## config.mk

```make
export PLATFORM = sky130hd
export DESIGN_NAME = scag_core
export DESIGN_NICKNAME = d
export VERILOG_FILES = /design/src/hw/scag_pkg.sv /design/src/hw/scag_core.sv
export SDC_FILE = /design/constraint.sdc
export NUM_CORES = 1
export LEC_CHECK = 0
export ABC_AREA = 1
export CAP_MARGIN = 20
export CORE_MARGIN = 2
export CORE_UTILIZATION = 50
export CTS_CLUSTER_SIZE = 14
export DETAILED_ROUTE_END_ITERATION = 7
export DONT_BUFFER_PORTS = 1
export PLACE_DENSITY = 0.69
export SYNTH_ARGS = -nofsm -noshare
export SYNTH_HDL_FRONTEND = slang
export SYNTH_SLANG_ARGS = --single-unit
```

## constraint.sdc

```tcl
create_clock -name clock_i -period 5.8 [get_ports clock_i]
set_clock_uncertainty 0.05 [all_clocks]
set_input_delay 0.87 -clock clock_i [delete_from_list [all_inputs] [get_ports clock_i]]
set_output_delay 0.87 -clock clock_i [all_outputs]
set_load 0.01 [all_outputs]
```

## src/hw/scag_pkg.sv

```systemverilog
// scag_pkg: constants, enums and carrier structs for the stack-check and address generator
// assumes one 40 MHz core clock; decoder and memory sit outside the block
package scag_pkg;

    // ==================================================
    // clock and geometry
    localparam int unsigned CLK_HZ        = 40_000_000;
    localparam int unsigned DATA_W        = 16;
    localparam int unsigned NUM_DEFAULT_WORKING_REG      = 16;
    localparam int unsigned FILE_ADDR_W   = 13;
    localparam logic [3:0]  SP_INDEX      = 4'hF;
    localparam logic [3:0]  DEFAULT_DEFAULT_WORKING_REG  = 4'h0;

    // ==================================================
    // reset values, stack bounds
    localparam logic [15:0] SP_RESET      = 16'h0800;
    localparam logic [15:0] STACK_FLOOR   = 16'h0800;
    localparam logic [15:0] STACK_STEP    = 16'h0002;
    localparam logic [15:0] WORD_MASK     = 16'hFFFE;
    localparam logic [7:0]  ZERO_BYTE     = 8'h00;

    // ==================================================
    // secure ram segment bounds
    localparam logic [15:0] BOOT_RAM_LO   = 16'h0800;
    localparam logic [15:0] BOOT_RAM_HI   = 16'h08FF;
    localparam logic [15:0] SEC_RAM_LO    = 16'h0900;
    localparam logic [15:0] SEC_RAM_HI    = 16'h09FF;

    // ==================================================
    // operations
    typedef enum logic [3:0] {
        OP_FILE       = 4'h0,
        OP_REG_DIRECT = 4'h1,
        OP_IND        = 4'h2,
        OP_POST       = 4'h3,
        OP_PRE        = 4'h4,
        OP_INDEXED    = 4'h5,
        OP_LIT_OFFSET = 4'h6,
        OP_LITERAL    = 4'h7,
        OP_PUSH       = 4'h8,
        OP_POP        = 4'h9,
        OP_CALL_PUSH  = 4'hA,
        OP_EXC_PUSH   = 4'hB,
        OP_WR_LIMIT   = 4'hC,
        OP_WR_REG     = 4'hD
    } scag_op_t;

    typedef enum logic [1:0] {
        LIT_5  = 2'h0,
        LIT_8  = 2'h1,
        LIT_10 = 2'h2,
        LIT_16 = 2'h3
    } scag_lit_t;

    typedef enum logic [1:0] {
        DEST_FILE     = 2'h0,
        DEST_DEFAULT_WORKING_REG     = 2'h1,
        DEST_REG      = 2'h2,
        DEST_REG_PAIR = 2'h3
    } scag_dest_t;

    typedef enum logic [1:0] {
        SEG_USER = 2'h0,
        SEG_BOOT = 2'h1,
        SEG_SEC  = 2'h2
    } scag_seg_t;

    // ==================================================
    // carriers
    typedef struct packed {
        logic             valid;
        scag_op_t         op;
        logic             is_write;
        logic             move_instr;
        logic             multiply_instr;
        logic             to_default_working_reg;
        logic [3:0]       pointer_reg;
        logic [3:0]       base_operand_reg;
        logic [15:0]      offset;
        logic [12:0]      file_addr;
        logic [15:0]      full_addr;
        scag_lit_t        lit_kind;
        logic [15:0]      literal;
        logic [15:0]      wdata;
        logic [15:0]      pc_upper;
        logic [7:0]       status_low_byte;
    } scag_req_t;

    typedef struct packed {
        logic             boot_ram_en;
        logic             sec_ram_en;
        scag_seg_t        code_seg;
    } scag_prot_t;

    typedef struct packed {
        logic             valid;
        logic             rd;
        logic             wr;
        logic [15:0]      effective_address;
        logic [15:0]      wdata;
        logic [15:0]      operand;
        logic [3:0]       op1_reg;
        scag_dest_t       dest;
        logic             stack_over;
        logic             stack_under;
        logic             prot_fault;
    } scag_resp_t;

endpackage

```

## src/hw/scag_core.sv

```systemverilog
// scag_core: effective-address generation, working registers, software stack checks
// assumes the decoder gives at most one request per cycle and the trap logic takes resp_o
// Summary of operation
// RULE1 - stack pointer addresses next free word; stack grows upward
// RULE2 - push writes then increments pointer; pop decrements pointer then reads
// RULE3 - call pushes upper program counter word with high byte cleared
// RULE4 - exception push puts status low byte above program counter high byte
// RULE5 - upper limit has no reset value; its bit 0 is forced zero
// RULE6 - stack addresses compared with limit; push at limit ok, next push traps
// RULE7 - stack address below 0x0800 raises underflow trap
// RULE8 - software avoids limit write directly followed by stack-pointer indirect read
// RULE9 - secure ram segments reachable only from matching code segment when enabled
// RULE10 - file register instructions use 13-bit direct address, lowest 8192 bytes
// RULE11 - file results go to file register or default register; multiply to pair
// RULE12 - move instruction may address whole data space
// RULE13 - three-operand first operand is direct register; second register, memory or literal
// RULE14 - direct, indirect, post-, pre-modified, 5-bit and 10-bit literal forms supported
// RULE15 - post-modified uses pointer as address, then steps pointer by constant
// RULE16 - pre-modified adjusts pointer by signed constant, uses result as address
// RULE17 - indexed address is pointer plus base operand register
// RULE18 - literal-offset address is pointer plus instruction literal
// RULE19 - move and accumulator add indexed, literal offset, 8-bit and 16-bit literals
// RULE20 - move source and destination share one 4-bit register offset field
// RULE21 - stack error flagged in same cycle as offending address
`timescale 1ns/100ps
module scag_core (
    input  wire logic                 clock_i,
    input  wire logic                 rst_i,
    input  wire scag_pkg::scag_req_t  req_i,
    input  wire scag_pkg::scag_prot_t prot_i,
    output scag_pkg::scag_resp_t      resp_o,
    output logic [15:0]               stack_pointer_reg_o
);

    // ==================================================
    // state
    typedef struct packed {
        logic [15:0][15:0]    default_working_reg;
        logic [15:0]          stack_upper_limit;
        scag_pkg::scag_resp_t resp;
    } scag_state_t;

    scag_state_t st;
    scag_state_t next_st;

    // ==================================================
    // helpers
    function automatic logic stack_over_limit(input logic [15:0] ea, input logic [15:0] lim);
        stack_over_limit = ea > lim; // see RULE6
    endfunction

    function automatic logic in_range(input logic [15:0] a, input logic [15:0] lo, input logic [15:0] hi);
        in_range = (a >= lo) && (a <= hi);
    endfunction

    function automatic logic [15:0] lit_ext(input scag_pkg::scag_lit_t k, input logic [15:0] v);
        unique case (k)
            scag_pkg::LIT_5:  lit_ext = {11'h000, v[4:0]};
            scag_pkg::LIT_8:  lit_ext = {8'h00, v[7:0]};
            scag_pkg::LIT_10: lit_ext = {6'h00, v[9:0]};
            scag_pkg::LIT_16: lit_ext = v;
        endcase
    endfunction

    // ==================================================
    // next state
    logic [15:0] ptr_val;
    logic [15:0] base_val;
    logic [15:0] sp_val;
    logic        mem_acc;
    logic        uses_sp;
    logic        deny;

    always_comb begin
        next_st = st;
        next_st.resp = '0;
        ptr_val  = st.default_working_reg[req_i.pointer_reg];
        base_val = st.default_working_reg[req_i.base_operand_reg]; // see RULE20
        sp_val   = st.default_working_reg[scag_pkg::SP_INDEX];
        mem_acc  = 1'b0;
        uses_sp  = 1'b0;
        deny     = 1'b0;
        if (req_i.valid) begin
            next_st.resp.valid   = 1'b1;
            next_st.resp.op1_reg = req_i.base_operand_reg; // see RULE13
            next_st.resp.wdata   = req_i.wdata;
            next_st.resp.dest    = req_i.to_default_working_reg ? scag_pkg::DEST_DEFAULT_WORKING_REG : scag_pkg::DEST_REG;
            unique case (req_i.op)
                scag_pkg::OP_FILE: begin
                    mem_acc = 1'b1;
                    if (req_i.move_instr) begin
                        next_st.resp.effective_address = req_i.full_addr; // see RULE12
                    end else begin
                        next_st.resp.effective_address = {3'h0, req_i.file_addr}; // see RULE10
                    end
                    if (req_i.multiply_instr) begin
                        next_st.resp.dest = scag_pkg::DEST_REG_PAIR; // see RULE11
                    end else if (req_i.to_default_working_reg) begin
                        next_st.resp.dest    = scag_pkg::DEST_DEFAULT_WORKING_REG;
                        next_st.resp.op1_reg = scag_pkg::DEFAULT_DEFAULT_WORKING_REG;
                    end else begin
                        next_st.resp.dest = scag_pkg::DEST_FILE;
                    end
                end
                scag_pkg::OP_REG_DIRECT: begin
                    next_st.resp.operand = ptr_val; // see RULE14
                end
                scag_pkg::OP_IND: begin
                    mem_acc = 1'b1;
                    next_st.resp.effective_address = ptr_val; // see RULE14
                end
                scag_pkg::OP_POST: begin
                    mem_acc = 1'b1;
                    next_st.resp.effective_address = ptr_val; // see RULE15
                    next_st.default_working_reg[req_i.pointer_reg] = ptr_val + req_i.offset;
                end
                scag_pkg::OP_PRE: begin
                    mem_acc = 1'b1;
                    next_st.resp.effective_address = ptr_val + req_i.offset; // see RULE16
                    next_st.default_working_reg[req_i.pointer_reg] = ptr_val + req_i.offset;
                end
                scag_pkg::OP_INDEXED: begin
                    mem_acc = 1'b1;
                    next_st.resp.effective_address = ptr_val + base_val; // see RULE17 see RULE19
                end
                scag_pkg::OP_LIT_OFFSET: begin
                    mem_acc = 1'b1;
                    next_st.resp.effective_address = ptr_val + req_i.offset; // see RULE18 see RULE19
                end
                scag_pkg::OP_LITERAL: begin
                    next_st.resp.operand = lit_ext(req_i.lit_kind, req_i.literal); // see RULE14 see RULE19
                end
                scag_pkg::OP_PUSH, scag_pkg::OP_CALL_PUSH, scag_pkg::OP_EXC_PUSH: begin
                    mem_acc = 1'b1;
                    uses_sp = 1'b1;
                    next_st.resp.wr = 1'b1;
                    next_st.resp.effective_address = sp_val; // see RULE1
                    next_st.default_working_reg[scag_pkg::SP_INDEX] = sp_val + scag_pkg::STACK_STEP; // see RULE2
                    if (req_i.op == scag_pkg::OP_CALL_PUSH) begin
                        next_st.resp.wdata = {scag_pkg::ZERO_BYTE, req_i.pc_upper[7:0]}; // see RULE3
                    end else if (req_i.op == scag_pkg::OP_EXC_PUSH) begin
                        next_st.resp.wdata = {req_i.status_low_byte, req_i.pc_upper[7:0]}; // see RULE4
                    end
                end
                scag_pkg::OP_POP: begin
                    mem_acc = 1'b1;
                    uses_sp = 1'b1;
                    next_st.resp.rd = 1'b1;
                    next_st.resp.effective_address = sp_val - scag_pkg::STACK_STEP; // see RULE2
                    next_st.default_working_reg[scag_pkg::SP_INDEX] = sp_val - scag_pkg::STACK_STEP;
                end
                scag_pkg::OP_WR_LIMIT: begin
                    next_st.stack_upper_limit = req_i.wdata & scag_pkg::WORD_MASK; // see RULE5
                end
                scag_pkg::OP_WR_REG: begin
                    next_st.default_working_reg[req_i.pointer_reg] = req_i.wdata;
                end
                default: begin
                    next_st.resp.valid = 1'b0;
                end
            endcase
            if (mem_acc && !uses_sp) begin
                next_st.resp.rd = !req_i.is_write;
                next_st.resp.wr = req_i.is_write;
                uses_sp = (req_i.pointer_reg == scag_pkg::SP_INDEX) && (req_i.op != scag_pkg::OP_FILE);
            end
            if (mem_acc && uses_sp) begin
                // limit written last cycle is already in effect; see RULE8
                next_st.resp.stack_over  = stack_over_limit(next_st.resp.effective_address,
                                                            st.stack_upper_limit); // see RULE6 see RULE21
                next_st.resp.stack_under = next_st.resp.effective_address < scag_pkg::STACK_FLOOR; // see RULE7
            end
            if (mem_acc) begin
                deny = (prot_i.boot_ram_en
                        && in_range(next_st.resp.effective_address, scag_pkg::BOOT_RAM_LO, scag_pkg::BOOT_RAM_HI)
                        && prot_i.code_seg != scag_pkg::SEG_BOOT)
                    || (prot_i.sec_ram_en
                        && in_range(next_st.resp.effective_address, scag_pkg::SEC_RAM_LO, scag_pkg::SEC_RAM_HI)
                        && prot_i.code_seg != scag_pkg::SEG_SEC); // see RULE9
                if (deny) begin
                    next_st.resp.rd         = 1'b0;
                    next_st.resp.wr         = 1'b0;
                    next_st.resp.prot_fault = 1'b1;
                end
            end
        end
    end

    // ==================================================
    // registers; limit keeps its value through reset
    always_ff @(posedge clock_i) begin
        if (rst_i) begin
            st.default_working_reg                   <= '0;
            st.default_working_reg[scag_pkg::SP_INDEX] <= scag_pkg::SP_RESET;
            st.resp                   <= '0;
        end else begin
            st <= next_st; // see RULE5
        end
    end

    assign resp_o              = st.resp;
    assign stack_pointer_reg_o = st.default_working_reg[scag_pkg::SP_INDEX];

    // ==================================================
    // checks
    logic is_push;
    logic is_pop;
    assign is_push = req_i.valid && (req_i.op == scag_pkg::OP_PUSH);
    assign is_pop  = req_i.valid && (req_i.op == scag_pkg::OP_POP);
endmodule

```

==> run summary <==
Outcome = finished, final reports clean
Number of maximum-capacitance violations = 0
Die width = 208.3 µm
Syn_area_per_cell = 6.536 µm²
Max clock buf depth = 3
Top cell type's share of synthesized area = 30.31%
Vias = 21.58k
CTS H-Tree Depth = 2
Ranking of synthesized cells by area = dfxtp_1, a21oi_1, o21ai_0
Skew-Pair Late Insertion Delay = 0.58 ns
TritonCTS clock tree = done
Mapped Area = 20,870 µm²
Routed WL per cell = 21.74 µm
Final Cycle Share = 85.07%
Final worst slack = 0.8660 ns
Crit end category = flip-flop
Vias in the first global route = 19.76k
Slew headroom = 27.31%
Max layer used = met4
RSZ-0062 raised after global routing = no
Leak = 10.04 nW
DRT Wirelength = 78.96 mm
TritonRoute pass-1 iters = 5
Post-DR vias/cell = 5.941
Syn Inst Count = 3,193
Worst path required time = 6.25 ns
Fin area = 22,190 µm²
Worst slew pin tran = 1.090 ns
Max incr delay on CP = 0.56 ns
Power per cell area = 252.7 nW/µm²
Drt initial violations = 2,694
Endpoints failing hold = 0
Final antenna-violating net count = 0
Crit path kind = in -> reg
# IOs = 202
Clk root buf = clkbuf_16
Clock sinks = 331
DPL Wire Length = 55.32 mm
Setup TNS = 0 ns
Gr usage total = 35.39%
Pins over their slew limit = 0
Placement Setup Slack = 0.4941 ns
Crit-path max FO = 37
RePlAce Congestion = 0.9846
First-pass GRT wire length = 118.3 mm
Synth area leader = dfxtp_1
Layout area overhead = 6.325%
Die Y = 208.3 µm
Maximum vdd drop = 0.0001918 V
CP Launch Type = input pin
Critical Path AT = 5.39 ns
Nets = 3,247
DR WL met3 = 8.303 mm
# DRC = 0
Post-synth EDFFs = 15
CTS clock-pin slew for the worst setup and hold paths = 0.06 ns
Final Core Density = 54.10%
Most frequent CP cell = nand3_1
Hold Path Class = in -> reg
Hold buffers post-CTS = 0
# setup viols final = 0
Layout cells sized above 1 = 8.293%
Initial antenna violation count = 1
Maximum clock frequency = 202.7 MHz
I/O Buffers = 0
Resized cells post-CTS = 0
Slowest stage cell, crit path = ha_1
Final worst path period need = 4.934 ns
Core area = 41,020 µm²
Count of unique library cells instantiated by Yosys = 61
#FFs+latches synth = 331
FP Rows = 74
GRT overflow = 0
Post-synth ARST share = 0%
Met2 routed WL = 34.88 mm
Post-DP Area = 20,880 µm²
Ys Warns = 0
Post-CTS setup buffers = 0
Syn Nets = 3,368
Top_reg_cell synth = dfxtp_1
Die ar. = 43,390 µm²
Initial Utilization = 50.88%
WL met1 = 31.20 mm
Sequential fraction of the synthesis area = 32.47%
TritonCTS Buffers = 38
Largest net degree at the start of global routing = 154
routing by layer:
layer / global-route usage (%) / vias to the layer above
met5: 0 / -
met4: 19.15 / 0
met3: 7.170 / 243
met2: 56.63 / 1295
met1: 44.84 / 9790
li1: - / 10250
worst max-delay path, delay by kind of cell:
kind	cells	cell delay, ns
fa+ha+maj	2	0.85
compound gates	4	0.59
simple gates	14	1.94
buf+inv	5	1.07
sequential cells by signal, indices dropped and copies added (netlist names):
name                 cells
stack_pointer_reg_o     16
st                     255
resp_o                  60
path summary, 6_finish.rpt:
path	start	endpoint	slack, ns	cells after the start
worst max register to register	stack_pointer_reg_o[10]	resp_o[2]	1.22	23
worst min-delay path	req_i[26]	st[62]	0.35	0
worst min register to register	st[80]	st[80]	0.42	2
worst max-delay path	req_i[107]	resp_o[2]	0.87	25
cell type report:
cell class                      instances  area, µm²
Fill cell                            4104      18830
Multi-Input combinational cell       2038      10480
Sequential cell                       331       6777
Inverter                              551       2072
Clock buffer                           53       1097
Timing Repair Buffer                  112      894.6
Tap cell                              532      665.6
Clock inverter                         14      201.4
Antenna cell                            1      2.502
logic make-up (layout without fill, tap and decap cells):
kind of cell | after synthesis | count (layout) | synth area share, %
AOI/OAI and AO/OA | 1111 | 1111 | 28.15
and+or+nand+nor | 866 | 866 | 18.51
buffers and inverters | 824 | 730 | 17.35
DFF | 331 | 331 | 32.47
adders and majority gates | 49 | 49 | 3.010
xor gates and xnor gates | 11 | 11 | 0.4617
muxes | 1 | 1 | 0.04796
other | 0 | 1 | 0
synthesized netlist by cell type, drive strengths merged (21+ instances only):
cell / instances
inv: 549
o21ai: 508
a21oi: 445
nand2: 425
dfxtp: 316
nand3: 205
nor2: 171
buf: 159
clkbuf: 114
o22ai: 104
ha: 47
nand4: 26
nor3: 21
cell usage in the layout (no fill, tap or decap), types with 38 or more instances in the layout:
| cell type | synthesis | final |
|---|---|---|
| a21oi_1 | 445 | 445 |
| nor2_1 | 147 | 147 |
| ha_1 | 47 | 47 |
| o21ai_1 | 98 | 99 |
| dfxtp_1 | 316 | 316 |
| buf_4 | 87 | 107 |
| nand3_1 | 204 | 204 |
| o21ai_0 | 408 | 407 |
| clkbuf_16 | 0 | 38 |
| nand2_1 | 417 | 416 |
| o22ai_1 | 104 | 104 |
| inv_1 | 521 | 518 |
power breakdown:
part / switching, mW / internal (mW)
Clock: 1.04 / 1.51
Sequential: 0.0311 / 2.32
Combinational: 0.498 / 0.212
stage by stage:
| stage | hold slack, ns | cells | total power [mW] |
|---|---|---|---|
| CTS | 0.3245 | 3630 | 5.606 |
| global route | 0.3336 | 3632 | 5.765 |
| finish | 0.3454 | 3632 | 5.606 |
| global placement | 0.3999 | 3562 | 3.082 |
| floorplan | 0.3910 | 3193 | 2.909 |
| detailed placement | 0.4105 | 3563 | 3.087 |
Power figures use the tool's default switching activity.
